$ cat config.mk
export PLATFORM = sky130hd
export DESIGN_NAME = exec_tail
export DESIGN_NICKNAME = d
export VERILOG_FILES = /design/src/hw/exec_tail_pkg.sv /design/src/hw/exec_tail.sv /design/src/hw/skip_ctrl.sv /design/src/hw/sub_unit.sv
export SDC_FILE = /design/constraint.sdc
export NUM_CORES = 1
export LEC_CHECK = 0
export BUFFER_PORTS_ARGS = -buffer_cell sky130_fd_sc_hd__buf_2
export CAP_MARGIN = 20
export CORE_MARGIN = 4
export CORE_UTILIZATION = 30
export CTS_BUF_LIST = sky130_fd_sc_hd__clkbuf_2
export DETAILED_ROUTE_END_ITERATION = 8
export SLEW_MARGIN = 20
export SYNTH_ARGS = -nofsm -noshare
export SYNTH_HDL_FRONTEND = slang
export SYNTH_SLANG_ARGS = --single-unit
$ cat constraint.sdc
create_clock -name clk -period 5.2 [get_ports clk]
set_input_delay 1.04 -clock clk [delete_from_list [all_inputs] [get_ports clk]]
set_output_delay 1.04 -clock clk [all_outputs]
set_load 0.02 [all_outputs]
$ cat src/hw/exec_tail_pkg.sv
package exec_tail_pkg;
   localparam int DATA_W = 8;
   localparam int CODE_W = 16;
   localparam int PAGE_W = 8;
   localparam logic [7:0] ALL_ONES = 8'hff;
   localparam logic [7:0] BYTE_ZERO = 8'h00;
   localparam logic [7:0] BYTE_ONE = 8'h01;
   localparam logic [7:0] ACC_RESET = 8'h00;
   localparam logic [7:0] TBL_RESET = 8'h00;
   localparam logic [3:0] FLAG_RESET = 4'h0;
   localparam int SKIP_CYCLES = 2;

   typedef enum {
      op_nop, op_sub_borrow_to_memory, op_dec_skip_zero,
      op_dec_skip_zero_to_acc, op_set_byte, op_set_bit,
      op_inc_skip_zero, op_inc_skip_zero_to_acc, op_bit_skip_set,
      op_minus_to_acc, op_minus_to_memory, op_minus_imm,
      op_nibble_exchange, op_nibble_exchange_to_acc, op_skip_if_null,
      op_copy_skip_if_null, op_bit_skip_clear, op_table_read_paged,
      op_table_read_current, op_table_read_last, op_xor_to_acc,
      op_xor_to_memory, op_xor_imm
   } op_e;

   // arithmetic flags of the status byte
   typedef struct packed {
      logic signed_wrap_flag;
      logic result_null_flag;
      logic nibble_carry_flag;
      logic borrow_out_flag;
   } flags_s;

   // one instruction issued to the execute stage
   typedef struct packed {
      logic valid;
      logic [4:0] opcode;
      logic [7:0] mem_operand;
      logic [7:0] immediate;
      logic [2:0] bit_sel;
   } issue_s;

   // memory write-back request
   typedef struct packed {
      logic we;
      logic [7:0] data;
   } mem_wr_s;
endpackage : exec_tail_pkg

$ cat src/hw/exec_tail.sv
`timescale 1ns/1ns
module exec_tail #(
   parameter int ADDR_W = 16
) (
   // clock and reset
   input wire logic clk,
   input wire logic rst_n,
   // instruction issue
   input exec_tail_pkg::issue_s issue,
   // table pointers and program page
   input wire logic [7:0] table_pointer_low,
   input wire logic [7:0] table_pointer_high,
   input wire logic [7:0] current_page,
   // program code read port, combinational answer
   output logic [ADDR_W-1:0] code_addr,
   input wire logic [15:0] code_word,
   // results
   output exec_tail_pkg::mem_wr_s mem_wr,
   output logic [7:0] acc,
   output exec_tail_pkg::flags_s flags,
   output logic [7:0] table_high_latch,
   output logic skip_taken
);
   import exec_tail_pkg::*;

   //--------------------------------------------------------------
   // state
   //--------------------------------------------------------------
   logic [7:0] acc_reg, acc_next;
   flags_s flags_reg, flags_next;
   mem_wr_s mem_wr_reg, mem_wr_next;
   logic [7:0] tbl_reg, tbl_next;
   logic skip_reg, skip_next;
   logic [ADDR_W-1:0] code_addr_reg;

   function automatic logic [7:0] nib_swap(input logic [7:0] v);
      return {v[3:0], v[7:4]};
   endfunction : nib_swap

   function automatic logic is_null(input logic [7:0] v);
      return v == BYTE_ZERO;
   endfunction : is_null

   //--------------------------------------------------------------
   // decode and datapath
   //--------------------------------------------------------------
   wire logic squash;
   wire logic live;
   op_e op;
   wire logic [7:0] m;
   wire logic [7:0] sel_mask;
   wire logic sel_bit;
   wire logic [7:0] dec_v;
   wire logic [7:0] inc_v;
   wire logic use_imm;
   wire logic use_borrow;
   wire logic [7:0] sub_b;
   wire logic [7:0] sub_d;
   flags_s sub_f;

   assign live = issue.valid & ~squash;
   assign op = op_e'(issue.opcode);
   assign m = issue.mem_operand;
   assign sel_mask = BYTE_ONE << issue.bit_sel;
   assign sel_bit = m[issue.bit_sel];
   assign dec_v = m - BYTE_ONE;
   assign inc_v = m + BYTE_ONE;
   assign use_imm = (op == op_minus_imm);
   assign use_borrow = (op == op_sub_borrow_to_memory);
   assign sub_b = use_imm ? issue.immediate : m;

   sub_unit u_sub (
      .minuend(acc_reg),
      .subtrahend(sub_b),
      .borrow_in(use_borrow & ~flags_reg.borrow_out_flag),
      .diff(sub_d),
      .flags(sub_f)
   );

   skip_ctrl u_skip (
      .clk(clk),
      .rst_n(rst_n),
      .skip_req(skip_next),
      .squash(squash)
   );

   // table addresses
   wire logic [ADDR_W-1:0] addr_paged;
   wire logic [ADDR_W-1:0] addr_cur;
   wire logic [ADDR_W-1:0] addr_last;
   assign addr_paged = ADDR_W'({table_pointer_high, table_pointer_low});
   assign addr_cur = ADDR_W'({current_page, table_pointer_low});
   assign addr_last = {{(ADDR_W-PAGE_W){1'b1}}, table_pointer_low};

   always_comb begin
      acc_next = acc_reg;
      flags_next = flags_reg;
      mem_wr_next = '{we: 1'b0, data: mem_wr_reg.data};
      tbl_next = tbl_reg;
      skip_next = 1'b0;
      if (live) begin
         case (op)
            op_sub_borrow_to_memory, op_minus_to_memory: begin
               mem_wr_next = '{we: 1'b1, data: sub_d};
               flags_next = sub_f;
            end
            op_minus_to_acc, op_minus_imm: begin
               acc_next = sub_d;
               flags_next = sub_f;
            end
            op_dec_skip_zero: begin
               mem_wr_next = '{we: 1'b1, data: dec_v};
               skip_next = is_null(dec_v);
            end
            op_dec_skip_zero_to_acc: begin
               acc_next = dec_v;
               skip_next = is_null(dec_v);
            end
            op_set_byte: mem_wr_next = '{we: 1'b1, data: ALL_ONES};
            op_set_bit: mem_wr_next = '{we: 1'b1, data: m | sel_mask};
            op_inc_skip_zero: begin
               mem_wr_next = '{we: 1'b1, data: inc_v};
               skip_next = is_null(inc_v);
            end
            op_inc_skip_zero_to_acc: begin
               acc_next = inc_v;
               skip_next = is_null(inc_v);
            end
            op_bit_skip_set: skip_next = sel_bit;
            op_bit_skip_clear: skip_next = ~sel_bit;
            op_nibble_exchange:
               mem_wr_next = '{we: 1'b1, data: nib_swap(m)};
            op_nibble_exchange_to_acc: acc_next = nib_swap(m);
            op_skip_if_null: skip_next = is_null(m);
            op_copy_skip_if_null: begin
               acc_next = m;
               skip_next = is_null(m);
            end
            op_table_read_paged, op_table_read_current,
            op_table_read_last: begin
               mem_wr_next = '{we: 1'b1, data: code_word[7:0]};
               tbl_next = code_word[15:8];
            end
            op_xor_to_acc: begin
               acc_next = acc_reg ^ m;
               flags_next.result_null_flag = is_null(acc_reg ^ m);
            end
            op_xor_imm: begin
               acc_next = acc_reg ^ issue.immediate;
               flags_next.result_null_flag =
                  is_null(acc_reg ^ issue.immediate);
            end
            op_xor_to_memory: begin
               mem_wr_next = '{we: 1'b1, data: acc_reg ^ m};
               flags_next.result_null_flag = is_null(acc_reg ^ m);
            end
            default: ;
         endcase
      end
   end

   // code address presented in the same cycle as the table read
   wire logic [ADDR_W-1:0] code_addr_sel;
   assign code_addr_sel =
      (op == op_table_read_paged) ? addr_paged :
      (op == op_table_read_current) ? addr_cur :
      (op == op_table_read_last) ? addr_last :
      code_addr_reg;

   //--------------------------------------------------------------
   // registers
   //--------------------------------------------------------------
   always_ff @(posedge clk) begin
      if (!rst_n) begin
         acc_reg <= ACC_RESET;
         flags_reg <= FLAG_RESET;
         mem_wr_reg <= '0;
         tbl_reg <= TBL_RESET;
         skip_reg <= 1'b0;
         code_addr_reg <= '0;
      end else begin
         acc_reg <= acc_next;
         flags_reg <= flags_next;
         mem_wr_reg <= mem_wr_next;
         tbl_reg <= tbl_next;
         skip_reg <= skip_next;
         code_addr_reg <= code_addr_sel;
      end
   end

   assign code_addr = code_addr_sel;
   assign acc = acc_reg;
   assign flags = flags_reg;
   assign mem_wr = mem_wr_reg;
   assign table_high_latch = tbl_reg;
   assign skip_taken = skip_reg;
endmodule : exec_tail

$ cat src/hw/skip_ctrl.sv
`timescale 1ns/1ns
module skip_ctrl (
   // clock and reset
   input wire logic clk,
   input wire logic rst_n,
   // control
   input wire logic skip_req,
   output logic squash
);
   import exec_tail_pkg::*;
   logic squash_reg;
   // squash the next issued slot when a skip was taken
   always_ff @(posedge clk) begin
      if (!rst_n) squash_reg <= 1'b0;
      else squash_reg <= skip_req;
   end
   assign squash = squash_reg;
endmodule : skip_ctrl

$ cat src/hw/sub_unit.sv
`timescale 1ns/1ns
module sub_unit (
   // operands
   input wire logic [7:0] minuend,
   input wire logic [7:0] subtrahend,
   input wire logic borrow_in,
   // result
   output logic [7:0] diff,
   output exec_tail_pkg::flags_s flags
);
   import exec_tail_pkg::*;
   wire logic [8:0] wide;
   wire logic [4:0] low;
   assign wide = {1'b0, minuend} - {1'b0, subtrahend} - {8'h00, borrow_in};
   assign low = {1'b0, minuend[3:0]} - {1'b0, subtrahend[3:0]}
      - {4'h0, borrow_in};
   assign diff = wide[7:0];
   // carry set means no borrow
   assign flags.borrow_out_flag = ~wide[8];
   assign flags.nibble_carry_flag = ~low[4];
   assign flags.result_null_flag = (wide[7:0] == BYTE_ZERO);
   assign flags.signed_wrap_flag = (minuend[7] ^ subtrahend[7])
      & (minuend[7] ^ wide[7]);
endmodule : sub_unit

[After elaboration in Yosys (flattened, before gate mapping)]
Index checks and enable logic that the tools add are counted.
Word-level totals
  register bits after elaboration: 46
  bits of input ports: 67
  output and inout bits: 46
  logic and storage cells: 91
Cells by class
  $add $sub $neg: 6
  $lt $le $gt $ge: 1
  equal/unequal tests: 27
  shift operators: 1
  multiplexer cells: 10
  bitwise logic cells: 13
  reduce and logical (&&, ||, !) cells: 23
Operators by type and width (count)
  $pmux W9 S8: 1
  $pmux W8 S7: 1
  $eq A5 B5 Y1 const B: 11
  $logic_not A8 Y1: 6
  $mux W16: 3
  $eq A5 B4 Y1 const B: 8
  $eq A5 B3 Y1 const B: 4
  $xor A8 B8 Y8: 2
  $eq A5 B2 Y1 const B: 3
  $reduce_and A2 Y1: 6
  $reduce_or A2 Y1: 6
  $sub A8 B8 Y9: 1
  $sub A9 B1 Y9: 1
  $add A8 B1 Y8 const B: 1
  $mux W8: 1
  $or A8 B8 Y8: 1
  $reduce_bool A8 Y1: 1
  $shl A1 B3 Y8 const A: 1
  $sub A8 B1 Y8 const B: 1
  $reduce_bool A7 Y1: 1
  $eq A5 B1 Y1 const B: 1
  $not A1 Y1: 5
  $pmux W1 S5: 1
  $sub A4 B4 Y5: 1
  other kinds (10): 13

[Logic depth before layout (Yosys ltp)]
  depth in word-level cells: 6
  mapped depth: 15
  depth with buffers taken out: 13

[By module]
From an unflattened synthesis, not the netlist that was laid out.
Second synthesis, totals
  cell total of the unflattened synthesis: 604
  area total of the unflattened synthesis: 4618.2 um^2
Modules (own cells, without submodules)
  exec_tail: times used 1, cells each 527, area an instance 4011.3 um^2, sequential area each 920.9 um^2
  sub_unit: times used 1, cells each 75, area an instance 580.6 um^2, sequential area each 0.0 um^2
  skip_ctrl: times used 1, cells each 2, area an instance 26.3 um^2, sequential area each 20.0 um^2

[Least setup slack after synthesis]
OpenSTA, ideal clock, no wires.
  kind: input -> register
  start: in issue[21] (netlist bit)
  end: reg flags_reg (netlist bit flags[2])
  setup time: 0.076 ns
  arrival time: 3.994 ns
  required time: 5.124 ns
  path slack: 1.130 ns
  cell stages on the path: 14
  buffers on the path: 2
  path through: buf_6 nand2b_1 nor3_1 buf_2 mux2_2 ha_1 inv_1 ha_1 a21boi_0 o211ai_1 nand2_1 xor2_1 or4_1 o22ai_1
On the way
  cells in the longest elaborated chain, start to end: 6
  elaborated cells between the ends (all ways): 19
  those cells by class: add/sub: 2; eq/ne: 9; mux: 2; bitwise: 1; reduce/logical: 5
RTL lines
  start: declaration: RTL line exec_tail.sv:9  | input exec_tail_pkg::issue_s issue,
  $eq A5 B5 Y1: RTL line exec_tail.sv:68  | assign use_imm = (op == op_minus_imm);
  $mux W8: RTL line exec_tail.sv:70  | assign sub_b = use_imm ? issue.immediate : m;
  $sub A8 B8 Y9: RTL line sub_unit.sv:14  | assign wide = {1'b0, minuend} - {1'b0, subtrahend} - {8'h00, borrow_in};
  $sub A9 B1 Y9: RTL line sub_unit.sv:14
  $logic_not A8 Y1: RTL line sub_unit.sv:21  | assign flags.result_null_flag = (wide[7:0] == BYTE_ZERO);
  $pmux W1 S3: RTL line exec_tail.sv:102  | case (op)
  end signal: assignment: RTL line exec_tail.sv:183  | flags_reg <= flags_next;
  end: declaration: RTL line exec_tail.sv:30  | flags_s flags_reg, flags_next;
Several ways; a longest one is shown, not always the timed one.
A chain may end at the register's enable or synchronous reset.

[Worst setup path in the final report]
Same ends and word-level chain as after synthesis.

==> results.yml <==
placement:
  placed_cell_area_mm2: 0.00508
  place.detailed.hpwl_mm: 12.9
  port_buffers: 112
  gp_congestion: 0.947
  place_ws_ps: 859
die:
  die_w_um: 130
  coreArea_mm2: 0.0145
  die_area_mm2: 0.0169
  floorplan.initialDensity: 0.307
  dieHeight_um: 130
  ios: 113
  std_cell_rows: 44
worst_hold_path:
  min_path_type: "reg -> reg"
final_layout:
  area_growth_pct: 14.8
  design_area_mm2: 0.00513
  drive_gt1_frac: 0.227
  nNetsFinal: 783
  n_antenna_cell: 0
  largest_register_ffs: 16
sta:
  setup-tns-final_ps: 0
  skew_ps: 29.2
  max_slew_margin: 0.517
  max_slew.worst_pin.slew_ps: 718
  finalHoldViolCount: 0
  finalSetupViolCount: 0
  post-route-min-period_ps: 3940
  fmax_mhz: 254
  min_period_over_period: 0.757
  setup_slack_ps: 1260
  rsz0062_at_grt: "no"
  slew_viol_final: 0
clocking:
  cts_tree: "yes"
  clock_path_buffers: 2
  cts_buffers: 5
  cts_resized: 0
  clkTransAtPathRegs_ps: 290
  clock_latency_ps: 460
  cts-root-buf: "clkbuf_2"
  clock-sinks: 46
  cts_setup_buffers: 0
  htreeDepth: 2
  hold_buffers: 0
yosys:
  synth_nets: 698
  synthCells: 611
  yosys-top-cells-area: "dfxtp_1 21%, nor2_1 6.1%, ha_1 5.0%, nand2_1 4.9%, o21ai_0 4.1%"
  synth_edf_count: 0
  ys_async_sr_fraction: 0
  yosysWarnings: 0
  ys.flop_type: "dfxtp_1"
  syn_area_mm2: 0.00447
  synth-seq-cells: 46
  synth_cell_type_count: 80
  yosysTopAreaCellShare: 0.206
  yosysSeqAreaShare: 0.206
  syn-mean-instance-area_um2: 7.31
  yosysTopAreaCell: "dfxtp_1"
global_routing:
  grt_remaining_overflow: 0
  grt_use_total: 0.191
  grt_pass1_vias: 4489
  antenna_found_initial: 0
  grt_max_degree: 34
  grt_pass1_wl_mm: 25.6
job:
  drv_cap: 0
setup_path:
  max_stage_delay_ps: 530
  cp_slowest_cell: "or4_1"
  critPathKind: "in -> reg"
  cp.required_ps: 5590
  crit_fanout: 25
  crit_path_end_kind: "flop"
  crit_chain: "buf_2, nand2b_1, nor3_1, buf_4, mux2_2, ha_1, inv_1, ha_1, nor3_1, a211oi_1, xor2_1, or4_1, o22ai_1"
  cp.arrival_ps: 4330
  worstSetupStartpointType: "input port"
outcome:
  status: "complete, no violations"
detailed_routing:
  first_iter_violations: 568
  num_vias: 4953
  wl_per_cell_um: 19.2
  avgViaCountPerCell: 5.62
  first_pass_iters: 5
  drt-total-wl_mm: 16.9
  ant_nets: 0
  drcViolationCount: 0
power_and_ir_drop:
  ir_drop_v: 0.0000626
  p_leak_uw: 0.00211
  p_per_area_mw_per_mm2: 187
[final timing paths]
path | from | endpoint | slack, ps | cells after the start
hold reg to reg | table_high_latch[4]$_SDFFE_PN0P_ | table_high_latch[4]$_SDFFE_PN0P_ | 470 | 2
setup reg to reg | flags[0]$_SDFFE_PN0P_ | flags[2]$_SDFFE_PN0P_ | 2010 | 9
setup / recovery | issue[21] | flags[2]$_SDFFE_PN0P_ | 1260 | 13
hold / removal | table_high_latch[4]$_SDFFE_PN0P_ | table_high_latch[4]$_SDFFE_PN0P_ | 470 | 2
[placed cells by master (no fill, tap or decap), types with 18 or more instances in the layout]
cell type / instances
nor3_1: 25
o21ai_0: 37
inv_1: 32
xnor2_1: 18
ha_1: 18
nand2_1: 58
o22ai_1: 22
dfxtp_1: 46
nor2_1: 73
a21oi_1: 36
buf_2: 112
[metrics by stage]
stage                      util  power [µW]  std cells  hold WS, ps
after CTS                 0.353         958        881          475
after global routing      0.353        1020        881          492
after global placement    0.349         782        873          442
final                     0.353         958        881          474
after floorplan               -         654        611          535
after detailed placement  0.349         782        873          447
[cells in the mapped netlist (8+ instances only)]
cell type / instances
nor2_1: 73
buf_2: 15
clkbuf_1: 14
xnor2_1: 18
nand2b_1: 15
a31oi_1: 8
dfxtp_1: 46
nand4_1: 8
mux2_2: 12
nor3_1: 25
o22ai_1: 22
nor2b_1: 8
nand2_1: 58
ha_1: 18
nand3_1: 13
o21ai_0: 37
inv_1: 32
and2_1: 10
mux2i_1: 8
xor2_1: 12
a21oi_1: 36
[layout make-up]
cell class	instances	area, µm²
sequential	46	921
clock buffer	5	25.0
tap	184	230
clock inverter	3	23.8
timing repair buffer	115	583
fill	1591	9410
multi-input combinational	495	3220
inverter	33	124
[worst max-delay path, delay by kind of cell]
family	cells	cell delay, ps
AOI/OAI and AO/OA	2	570
xor gates and xnor gates	1	210
adders and majority gates	2	580
buffers and inverters	3	510
muxes	1	350
and+or+nand+nor	4	1070
[metal layers]
layer | track usage | part of all wire
met4 | 0.0819 | 0.047
met2 | 0.294 | 0.43
met1 | 0.257 | 0.42
met3 | 0.0422 | 0.10
met5 | 0 | 0
[cell families (layout without fill, tap and decap cells)]
family                   Yosys count  in the layout  synth area share
XOR/XNOR                          30             30            0.0588
multiplexers                      21             21            0.0507
buffers and inverters             70            156            0.0731
flip-flops                        46             46             0.206
AO/OA/AOI/OAI                    168            168             0.251
AND/OR/NAND/NOR                  256            256             0.301
adder cells (fa/ha/maj)           20             20            0.0594
[where the power goes]
part | switching, µW | internal (µW) | leakage, µW | total (µW)
Combinational | 253 | 143 | 0.00171 | 396
Sequential | 17.8 | 369 | 0.000374 | 387
Clock | 141 | 34.4 | 0.0000256 | 175
Total | 412 | 546 | 0.00211 | 958
Note: power is estimated with default switching activity, not from simulation.
